**config.mk**
```make
export PLATFORM = sky130hd
export DESIGN_NAME = pmcr_regs
export DESIGN_NICKNAME = d
export VERILOG_FILES = /design/src/rtl/pmcr_pkg.sv /design/src/rtl/pmcr_regs.sv /design/src/rtl/pmcr_unlock.sv /design/src/rtl/pmcr_retain.sv
export SDC_FILE = /design/constraint.sdc
export NUM_CORES = 1
export LEC_CHECK = 0
export BUFFER_PORTS_ARGS = -buffer_cell sky130_fd_sc_hd__buf_2
export CAP_MARGIN = 20
export CORE_ASPECT_RATIO = 1.75
export CORE_MARGIN = 2
export CORE_UTILIZATION = 33
export CTS_CLUSTER_DIAMETER = 200
export DETAILED_ROUTE_END_ITERATION = 10
export GPL_ROUTABILITY_DRIVEN = 0
export PLACE_DENSITY = 0.67
export SYNTH_ARGS = -nofsm -noshare
export SYNTH_HDL_FRONTEND = slang
export SYNTH_SLANG_ARGS = --single-unit
export TNS_END_PERCENT = 100
```
**constraint.sdc**
```tcl
create_clock -name mclk -period 2.79 [get_ports mclk]
set_clock_uncertainty 0.2 [all_clocks]
set_input_delay 0.6975 -clock mclk [delete_from_list [all_inputs] [get_ports mclk]]
set_output_delay 0.6975 -clock mclk [all_outputs]
set_load 0.01 [all_outputs]
```
**src/rtl/pmcr_pkg.sv**
```systemverilog
// Constants shared by the power-control register slice.
// Assumes one synchronous clock domain and a byte-wide sub-address port.
//
// How it works
// Power-fail enable clear ignores comparator
// Enabled and comparator low: all rails off
// Writing one starts coin measurement, self-clears
// Retention flag set if enabled during suspend
// Retention flag zero after off power-up
// Flag bits: outputs, linear, rails four-one
// Key register always reads zero
// Key writes unlock protected register access
// Rail bits five-zero enable; seven-six zero
// Backup rails not disabled while seal broken; a sequencer load can still clear bit 4, and a power-fail trip clears both
// Sequencer updates rails one to five
// Sub-addresses fixed; every register resets zero
// Seal status zero fresh, one broken
// Host measures coin cell before trusting level
// Reserved bits ignore writes, read zero
// Protected writes without unlock are discarded

package pmcr_pkg;

   // ------------------------------------------------------------
   // Register map
   // ------------------------------------------------------------
   localparam logic [7:0] ADDR_POWER_CONTROL = 8'h06;
   localparam logic [7:0] ADDR_RETAIN_FLAGS  = 8'h07;
   localparam logic [7:0] ADDR_UNLOCK_KEY    = 8'h10;
   localparam logic [7:0] ADDR_RAIL_ENABLES  = 8'h11;
   localparam logic [7:0] REG_RESET          = 8'h00;
   localparam logic [7:0] KEY_READBACK       = 8'h00;

   // ------------------------------------------------------------
   // Field layout
   // ------------------------------------------------------------
   localparam int CTRL_CC_BIT   = 0;
   localparam int CTRL_PF_BIT   = 1;
   localparam int RAIL_COUNT    = 6;
   localparam int SEQ_RAILS     = 5;
   localparam int BACKUP_LO     = 4;
   localparam int BACKUP_HI     = 5;
   localparam int FLAG_COUNT    = 8;
   localparam int CTRL_PAD      = 6;
   localparam int RAIL_PAD      = 2;

   // Default unlock mask; value is arbitrary
   localparam logic [7:0] KEY_MASK_DEFAULT = 8'h5a;

   function automatic logic is_protected(input logic [7:0] addr);
      is_protected = (addr == ADDR_RAIL_ENABLES);
   endfunction

endpackage

```
**src/rtl/pmcr_regs.sv**
```systemverilog
// Power-control register slice: control, retention flags, unlock key
// and rail enables behind a byte-wide sub-address port.
// Assumes a serial front end turns bus frames into one-cycle strobes,
// and that the sequencer, comparator and seal are synchronous inputs.
`timescale 1ns/1ps

module pmcr_regs #(
   parameter logic [7:0] KEY_MASK = pmcr_pkg::KEY_MASK_DEFAULT,
   parameter int         NRAIL    = pmcr_pkg::RAIL_COUNT,
   parameter int         NSEQ     = pmcr_pkg::SEQ_RAILS,
   parameter int         NFLAG    = pmcr_pkg::FLAG_COUNT
) (
   input  wire logic             mclk,
   input  wire logic             rst,
   input  wire logic             ce,
   input  wire logic [7:0]       reg_addr,
   input  wire logic [7:0]       reg_wdata,
   input  wire logic             reg_wr,
   input  wire logic             reg_rd,
   input  wire logic             power_fail_out_n,
   input  wire logic             fresh_seal_status,
   input  wire logic             seq_load,
   input  wire logic [NSEQ-1:0]  seq_rails,
   input  wire logic             power_up,
   input  wire logic             from_suspend,
   input  wire logic [NFLAG-1:0] suspend_enabled,
   output logic      [7:0]       reg_rdata,
   output logic                  reg_rvalid,
   output logic      [NRAIL-1:0] rail_en,
   output logic                  off_req,
   output logic                  coin_cell_measure_start
);

   // ------------------------------------------------------------
   // State
   // ------------------------------------------------------------
   typedef struct packed {
      logic             pf_en;
      logic             cc_go;
      logic [NRAIL-1:0] rails;
      logic             off;
      logic [7:0]       rdata;
      logic             rvalid;
   } pmcr_top_st_t;

   pmcr_top_st_t st;
   pmcr_top_st_t next_st;

   logic             grant;
   logic [NFLAG-1:0] flags;

   pmcr_unlock #(
      .KEY_MASK (KEY_MASK)
   ) u_unlock (
      .mclk      (mclk),
      .rst       (rst),
      .ce        (ce),
      .reg_addr  (reg_addr),
      .reg_wdata (reg_wdata),
      .reg_wr    (reg_wr),
      .grant     (grant)
   );

   pmcr_retain #(
      .N (NFLAG)
   ) u_retain (
      .mclk            (mclk),
      .rst             (rst),
      .ce              (ce),
      .power_up        (power_up),
      .from_suspend    (from_suspend),
      .suspend_enabled (suspend_enabled),
      .flags           (flags)
   );

   // ------------------------------------------------------------
   // Read decode
   // ------------------------------------------------------------
   function automatic logic [7:0] read_mux(input logic [7:0] addr);
      read_mux = pmcr_pkg::REG_RESET;
      case (addr)
         pmcr_pkg::ADDR_POWER_CONTROL: begin
            read_mux = {{pmcr_pkg::CTRL_PAD{1'b0}}, st.pf_en,
                        st.cc_go};
         end
         pmcr_pkg::ADDR_RETAIN_FLAGS: begin
            read_mux = flags;
         end
         pmcr_pkg::ADDR_UNLOCK_KEY: begin
            read_mux = pmcr_pkg::KEY_READBACK;
         end
         pmcr_pkg::ADDR_RAIL_ENABLES: begin
            read_mux = {{pmcr_pkg::RAIL_PAD{1'b0}}, st.rails};
         end
         default: begin
            read_mux = pmcr_pkg::REG_RESET;
         end
      endcase
   endfunction

   // ------------------------------------------------------------
   // Next state
   // ------------------------------------------------------------
   always_comb begin
      next_st = st;
      if (ce) begin
         next_st.rvalid = 1'b0;
         // Start pulse lasts one cycle only
         next_st.cc_go  = 1'b0;
         if (reg_wr && reg_addr == pmcr_pkg::ADDR_POWER_CONTROL) begin
            next_st.pf_en = reg_wdata[pmcr_pkg::CTRL_PF_BIT];
            next_st.cc_go = reg_wdata[pmcr_pkg::CTRL_CC_BIT];
         end
         if (grant) begin
            next_st.rails = reg_wdata[NRAIL-1:0];
            // Broken seal: backup rails may be set but not cleared
            if (fresh_seal_status) begin
               next_st.rails[pmcr_pkg::BACKUP_HI:pmcr_pkg::BACKUP_LO] =
                  st.rails[pmcr_pkg::BACKUP_HI:pmcr_pkg::BACKUP_LO] |
                  reg_wdata[pmcr_pkg::BACKUP_HI:pmcr_pkg::BACKUP_LO];
            end
         end
         // Sequencer outranks software on rails it owns
         if (seq_load) begin
            next_st.rails[NSEQ-1:0] = seq_rails;
         end
         // Comparator only acts when shutdown is armed
         next_st.off = st.pf_en && !power_fail_out_n;
         if (next_st.off) begin
            next_st.rails = '0;
         end
         if (reg_rd) begin
            next_st.rvalid = 1'b1;
            next_st.rdata  = read_mux(reg_addr);
         end
      end
   end

   always_ff @(posedge mclk) begin
      if (rst) begin
         st <= '0;
      end else begin
         st <= next_st;
      end
   end

   assign reg_rdata               = st.rdata;
   assign reg_rvalid              = st.rvalid;
   assign rail_en                 = st.rails;
   assign off_req                 = st.off;
   assign coin_cell_measure_start = st.cc_go;

   // ------------------------------------------------------------
   // Checks
   // ------------------------------------------------------------
   AST_PF_IGNORED: assert property (@(posedge mclk) disable iff (rst)
      ce && !st.pf_en |=> !off_req)
      else $error("shutdown raised while power-fail disabled");

   AST_PF_SHUTDOWN: assert property (@(posedge mclk) disable iff (rst)
      ce && st.pf_en && !power_fail_out_n |=> off_req && rail_en == '0)
      else $error("power-fail trip did not shut all rails");

   AST_CC_PULSE: assert property (@(posedge mclk) disable iff (rst)
      ce && reg_wr && reg_addr == pmcr_pkg::ADDR_POWER_CONTROL
      && reg_wdata[pmcr_pkg::CTRL_CC_BIT]
      |=> coin_cell_measure_start ##1 (!$past(ce) || !coin_cell_measure_start
      || $past(reg_wr && reg_addr == pmcr_pkg::ADDR_POWER_CONTROL
      && reg_wdata[pmcr_pkg::CTRL_CC_BIT])))
      else $error("coin measurement start did not self-clear");

   AST_KEY_READ_ZERO: assert property (@(posedge mclk) disable iff (rst)
      ce && reg_rd && reg_addr == pmcr_pkg::ADDR_UNLOCK_KEY
      |=> reg_rvalid && reg_rdata == pmcr_pkg::KEY_READBACK)
      else $error("key register read back nonzero");

   AST_RAIL_PAD_ZERO: assert property (@(posedge mclk) disable iff (rst)
      ce && reg_rd && reg_addr == pmcr_pkg::ADDR_RAIL_ENABLES
      |=> reg_rvalid && reg_rdata[7:NRAIL] == '0
      && reg_rdata[NRAIL-1:0] == $past(rail_en))
      else $error("rail enable read wrong");

   AST_CTRL_PAD_ZERO: assert property (@(posedge mclk) disable iff (rst)
      ce && reg_rd && reg_addr == pmcr_pkg::ADDR_POWER_CONTROL
      |=> reg_rdata[7:2] == '0 && reg_rdata[1] == $past(st.pf_en))
      else $error("control read wrong");

   AST_BACKUP_HELD: assert property (@(posedge mclk) disable iff (rst)
      ce && grant && fresh_seal_status && !seq_load
      && !(st.pf_en && !power_fail_out_n)
      |=> (rail_en[pmcr_pkg::BACKUP_HI:pmcr_pkg::BACKUP_LO]
      & $past(rail_en[pmcr_pkg::BACKUP_HI:pmcr_pkg::BACKUP_LO]))
      == $past(rail_en[pmcr_pkg::BACKUP_HI:pmcr_pkg::BACKUP_LO]))
      else $error("backup rail cleared with seal broken");

   AST_SEQ_LOAD: assert property (@(posedge mclk) disable iff (rst)
      ce && seq_load && !(st.pf_en && !power_fail_out_n)
      |=> rail_en[NSEQ-1:0] == $past(seq_rails))
      else $error("sequencer rail update lost");

   AST_NO_UNLOCK: assert property (@(posedge mclk) disable iff (rst)
      ce && reg_wr && reg_addr == pmcr_pkg::ADDR_RAIL_ENABLES && !grant
      && !seq_load && !(st.pf_en && !power_fail_out_n)
      |=> $stable(rail_en))
      else $error("locked rail write took effect");

   AST_FLAG_READ: assert property (@(posedge mclk) disable iff (rst)
      ce && reg_rd && reg_addr == pmcr_pkg::ADDR_RETAIN_FLAGS
      && !power_up |=> reg_rdata == $past(flags))
      else $error("flag register read wrong");

endmodule

```
**src/rtl/pmcr_unlock.sv**
```systemverilog
// Key-register unlock tracker for protected writes.
// Assumes the write strobe is one cycle wide per register write.
`timescale 1ns/1ps

module pmcr_unlock #(
   parameter logic [7:0] KEY_MASK = pmcr_pkg::KEY_MASK_DEFAULT
) (
   input  wire logic       mclk,
   input  wire logic       rst,
   input  wire logic       ce,
   input  wire logic [7:0] reg_addr,
   input  wire logic [7:0] reg_wdata,
   input  wire logic       reg_wr,
   output logic            grant
);

   typedef struct packed {
      logic       armed;
      logic [7:0] key;
   } pmcr_unl_st_t;

   pmcr_unl_st_t st;
   pmcr_unl_st_t next_st;

   // Key must match target address under the mask, one write ahead
   assign grant = reg_wr && st.armed && pmcr_pkg::is_protected(reg_addr)
                  && (st.key == (reg_addr ^ KEY_MASK));

   always_comb begin
      next_st = st;
      if (ce && reg_wr) begin
         if (reg_addr == pmcr_pkg::ADDR_UNLOCK_KEY) begin
            next_st.armed = 1'b1;
            next_st.key   = reg_wdata;
         end else begin
            // Any other write spends the unlock
            next_st.armed = 1'b0;
         end
      end
   end

   always_ff @(posedge mclk) begin
      if (rst) begin
         st <= '0;
      end else begin
         st <= next_st;
      end
   end

   AST_KEY_ARMS: assert property (@(posedge mclk) disable iff (rst)
      ce && reg_wr && reg_addr == pmcr_pkg::ADDR_UNLOCK_KEY
      |=> st.armed && st.key == $past(reg_wdata))
      else $error("key write did not arm unlock");

   AST_UNLOCK_SPENT: assert property (@(posedge mclk) disable iff (rst)
      ce && reg_wr && reg_addr != pmcr_pkg::ADDR_UNLOCK_KEY
      |=> !st.armed ##0 !grant)
      else $error("unlock survived a non-key write");

endmodule

```
**src/rtl/pmcr_retain.sv**
```systemverilog
// Suspend-retention flags, captured at each power-up.
// Assumes power_up is a one-cycle pulse from the power sequencer.
`timescale 1ns/1ps

module pmcr_retain #(
   parameter int N = pmcr_pkg::FLAG_COUNT
) (
   input  wire logic         mclk,
   input  wire logic         rst,
   input  wire logic         ce,
   input  wire logic         power_up,
   input  wire logic         from_suspend,
   input  wire logic [N-1:0] suspend_enabled,
   output logic      [N-1:0] flags
);

   typedef struct packed {
      logic [N-1:0] flags;
   } pmcr_ret_st_t;

   pmcr_ret_st_t st;
   pmcr_ret_st_t next_st;

   assign flags = st.flags;

   always_comb begin
      next_st = st;
      if (ce && power_up) begin
         if (from_suspend) begin
            next_st.flags = suspend_enabled;
         end else begin
            next_st.flags = '0;
         end
      end
   end

   always_ff @(posedge mclk) begin
      if (rst) begin
         st <= '0;
      end else begin
         st <= next_st;
      end
   end

   AST_FLAGS_SUSPEND: assert property (@(posedge mclk) disable iff (rst)
      ce && power_up && from_suspend |=> flags == $past(suspend_enabled))
      else $error("retention flags do not match suspend enables");

   AST_FLAGS_OFF: assert property (@(posedge mclk) disable iff (rst)
      ce && power_up && !from_suspend |=> flags == '0)
      else $error("retention flags not cleared after off power-up");

endmodule

```
* After elaboration in Yosys (flattened, before gate mapping)
Cells that the tools add are included.
Word-level totals: register bits after elaboration 35, bits of input ports 39, output and inout port bits 17, word-level logic and storage cells 41
Operators by class: equality and inequality tests 5, mux-type cells 9, bitwise gates (word level) 2, reduce and logical (&&, ||, !) cells 15
Operators by type and width (count):
- $pmux 8 s3 | 1
- $eq 8x3->1 const B | 2
- $eq 8x5->1 const B | 2
- $mux 6 | 2
- $reduce_and 2->1 | 5
- $eq 8x8->1 | 1
- $mux 8 | 1
- $logic_and 1x1->1 | 7
- $mux 5 | 1
- $not 4->4 | 1
- $mux 1 | 3
- $reduce_bool 3->1 | 1
- $mux 2 | 1
- $or 2x2->2 | 1
- $reduce_bool 2->1 | 1
- $logic_not 1->1 | 1

* Depth between registers and ports, before layout
word-level depth 6, depth in mapped cells 6, depth with buffers taken out 5

* Cells and area by module
A second synthesis with hierarchy kept.
Second synthesis, totals: cells, all modules 197, area total of the unflattened synthesis 1924.3 um2
By module, submodules not included:
- pmcr_regs | instances 1, cells each 109, area each 1027.2 um2, seq. area each 360.3 um2
- pmcr_unlock | instances 1, cells each 50, area each 513.0 um2, seq. area each 180.2 um2
- pmcr_retain | instances 1, cells each 38, area each 384.1 um2, seq. area each 160.2 um2

* Worst setup path after synthesis
Ideal clock, no wire load.
path kind input-to-reg, start input port reg_addr[0], end register st (netlist bit rail_en[0]), library setup time 0.121 ns, data arrival time 1.887 ns, data required time 2.469 ns, path slack 0.582 ns, stages on the path 6, path buffers 1, cells stage by stage buf_2 -> xor2_1 -> nor3_1 -> nand4_4 -> nand2_1 -> mux2_2
Between the ends: longest elaborated chain between the ends 5, elaborated cells between the ends (all ways) 6, classes of those cells 2 x eq/ne; 4 x reduce/logical
Ends and longest elaborated chain:
- from (decl) | RTL line pmcr_regs.sv:16 | input wire logic [7:0] reg_addr,
- $eq 8x5->1 | RTL line pmcr_pkg.sv:51 | is_protected = (addr == ADDR_RAIL_ENABLES);
- $logic_and 1x1->1 | RTL line pmcr_unlock.sv:26 | assign grant = reg_wr && st.armed && pmcr_pkg::is_protected(reg_addr)
- $logic_and 1x1->1 * | RTL line pmcr_unlock.sv:27 | && (st.key == (reg_addr ^ KEY_MASK));
- $reduce_bool 3->1 (no source line) *
- $reduce_and 2->1 (no source line) *
- to (signal assigned) | RTL line pmcr_regs.sv:143 | st <= next_st;
- to (decl) | RTL line pmcr_regs.sv:46 | pmcr_top_st_t st;
Mark *: on every way between the ends. The rest lies on a longest branch, timed or not. A chain may end at the register's enable or synchronous reset.

* Worst setup path in the final report
start input port reg_addr[6], end register st (netlist bit rail_en[2])
Between the ends: longest elaborated chain between the ends 5, elaborated cells between the ends (all ways) 7, classes of those cells 2 x eq/ne; 1 x bitwise; 4 x reduce/logical
Ends and longest elaborated chain (RTL line):
- $eq 8x5->1 or $not 4->4 (tied branches)
- $logic_and 1x1->1 or $eq 8x8->1 (tied branches) | pmcr_unlock.sv:26, pmcr_unlock.sv:27
- $logic_and 1x1->1 * | pmcr_unlock.sv:27
- $reduce_bool 3->1 (no source line) *
- $reduce_and 2->1 (no source line) *
Marks and branches as above.

==> parameters.txt <==
Parameter                              Value

Critical path
  CP Class    input pin to flip-flop
  Crit path arrival time    2.10 ns
  Highest net fanout along the worst path    5
  Worst r2r src    u_unlock.st[7]$_SDFFE_PP0P_
  Type of origin of the critical path    input pin
  Crit path capture type    flip-flop
  Required time of the critical path    2.77 ns
  Source of the critical timing path    reg_addr[6]
  Worst reg2reg path depth    5

CTS
  TritonCTS Buffers    5
  Post_cts resized    0
  Number of H-tree branching levels    2
  Number of setup buffers added after CTS    0
  Clk pin slew, worst setup/hold paths    0.07 ns
  Count of hold-fix buffers inserted at cts    0
  Clock latency at the later pin of the worst-skew pair    0.29 ns
  Cell at the root of the clock tree    clkbuf_8
  CTS tree    built
  Clock sink count    35
  Clock buffer depth    2

Global route
  Global-route wire length before repair    6.72 mm
  Total grt overflow    0
  GR peak layer    met2
  Met3 Resource Use GR    3.48%
  Met2 capacity usage during global routing    26.7%
  Antenna violations before repair    0
  Met1 layer usage reported by global route    16.1%
  Overall routing resource usage    15.3%
  Via count of the first global-routing pass    1461
  Maximum number of pins on one net before global-route repair    20

STA
  Setup violations, final    0
  Highest Clock Rate    471 MHz
  Unrepaired setup endpoints after global routing    false
  Endpoints failing hold    0
  Post-layout minimum cycle time    2.12 ns
  Total negative setup slack    0 ns
  Max-slew violation total from the final report    0
  Worst slew pin tran    0.566 ns
  Tcrit/Tclk final    76.1%
  Headroom to the max-slew limit    62.2%

Power
  Total power divided by cell area    474 nW/um^2
  Static leakage    0.957 nW
  Peak supply drop    224 uV
  Total power draw    0.973 mW

Layout
  Core Util, Final    39.8%
  Number of nets in the finished design    273
  Share of cells above drive strength 1    34.0%
  Cell area after layout    2050 sq um
  Layout overhead on the synthesized area    17.5%
  Antenna diode count    0
  Fill cell count    560

Synthesis
  Post-synth EDFFs    0
  Synthesized flop and latch total    35
  Synthesized netlist net count    231
  Cell Area, Synth    1750 sq um
  Synthesized area per cell    9.11 sq um
  Count of mapped cells out of synthesis    192
  Portion of the post-synthesis area used by sequential elements    40.1%
  Most used DFF post-synth    dfxtp_1
  Library cell with the largest summed area after synthesis    dfxtp_1
  Count of unique library cells instantiated by Yosys    34
  Most area-consuming cells after synthesis    dfxtp_1 40%, mux2i_1 9.2%, buf_4 6.0%, a21oi_1 5.2%, a22o_1 5.0%
  FFs w/ async S/R, synth    0%
  Portion of synthesized cell area occupied by the leading cell type    40.1%
  YS warnings    0

Place
  Detailed placement HPWL    3.28 mm
  Placement Cell Area    1970 sq um
  Count of buffers from port buffering    55

Min path
  Worst hold path cell count    2
  Worst hold path startpoint    u_retain.flags[2]$_SDFFE_PP0P_
  Class of the worst hold path    flip-flop to flip-flop

Floorplan
  Horizontal extent of the die    59.0 microns
  Die Area    5920 sq um
  Starting density of the core    33.8%
  # IOs    56
  Overall die height    100 microns
  Num rows    35
  Area of the core region    5170 sq um

Drt
  Vias per inst    4.99
  Iter 0 DRT Violations    19
  Remaining number of nets flagged by the antenna check after routing    0
  Detail-routed net length per standard cell    14.1 microns
  Sum of routed wire length over all layers    4.09 mm
  Residual DRC    0
  Count of TritonRoute iterations in the first routing pass    4
  Via count    1448

Flow run
  Number of max-cap violations    0

Run status
  Run status    complete, no violations
path summary, 6_finish.rpt:
path / endpoint / slack [ns]
min: u_retain.flags[2]$_SDFFE_PP0P_ / 0.25
max: rail_en[2]$_SDFFE_PP0P_ / 0.67
max reg2reg: rail_en[2]$_SDFFE_PP0P_ / 0.90
min reg2reg: u_retain.flags[2]$_SDFFE_PP0P_ / 0.25
placed cells by master, fill, tap and decap left out, types with 2 or more instances in the layout:
master    synthesis  routed
buf_4            14       4
a21oi_1          18      18
nand3_1          10      10
nand4_1           2       2
dfxtp_1          35      35
nor2b_1           7       7
mux2_2            5       5
nor2_1           18      18
clkbuf_8          0       5
o21ai_0           3       3
nand2_1          19      19
mux2i_1          16      16
xnor2_1           4       4
clkinv_2          0       3
a22o_1           10      10
buf_2             2      55
xor2_1            4       4
layer usage:
metal,vias to the layer above,wire (microns)
met4,0,119
met3,7,172
met1,674,1590
met5,-,0
li1,734,-
met2,33,2210
critical path, stage by stage:
cell     delay [ns]
buf_2          0.12
nor4_4         0.35
and3_1         0.27
nand4_4        0.09
nand2_1        0.21
mux2_2         0.36
registers in the layout, indices dropped and copies added, names as in the netlist:
name and cells:
st 1, reg_rdata 8, off_req 1, coin_cell_measure_start 1
u_retain.flags 8, rail_en 6, reg_rvalid 1, u_unlock.st 9
layout make-up:
| type | count | area (sq um) | share of cell area [%] |
|---|---|---|---|
| Timing Repair Buffer | 59 | 305 | 14.9 |
| Tap cell | 55 | 68.8 | 3.35 |
| Clock buffer | 5 | 68.8 | 3.35 |
| Sequential cell | 35 | 701 | 34.1 |
| Multi-Input combinational cell | 132 | 892 | 43.4 |
| Inverter | 1 | 3.75 | 0.183 |
| Clock inverter | 3 | 15.0 | 0.731 |
cell usage after synthesis, types with 2 or more instances:
master	count
nand2_1	19
buf_2	2
xnor2_1	4
xor2_1	4
a21oi_1	18
a22o_1	10
clkbuf_1	7
o21ai_0	3
nand3_1	10
nand4_1	2
mux2_2	5
buf_4	14
nor2b_1	7
dfxtp_1	35
nor2_1	18
mux2i_1	16
stage by stage:
stage               std cells  worst slack, ns  hold slack, ns
floorplan                 192            0.582           0.232
global placement          282            0.367           0.237
detailed placement        282            0.349           0.244
CTS                       290            0.647           0.255
global route              290            0.551           0.273
finish                    290            0.668           0.254
logic make-up (layout without fill, tap and decap cells):
family	after synthesis	count (layout)	synth area share, %
compound gates	32	32	11.5
xor+xnor	8	8	4.01
buf+inv	25	68	8.94
flops	35	35	40.1
mux	21	21	12.4
simple gates	71	71	23.1
power by group:
part	internal [mW]	leakage, nW	switching, mW	total, mW
Clock	0.171	0.0477	0.183	0.353
Combinational	0.0467	0.626	0.0586	0.105
Sequential	0.508	0.283	0.00625	0.514
Total	0.725	0.957	0.248	0.973
No activity file was read; power rests on OpenSTA's default activity.
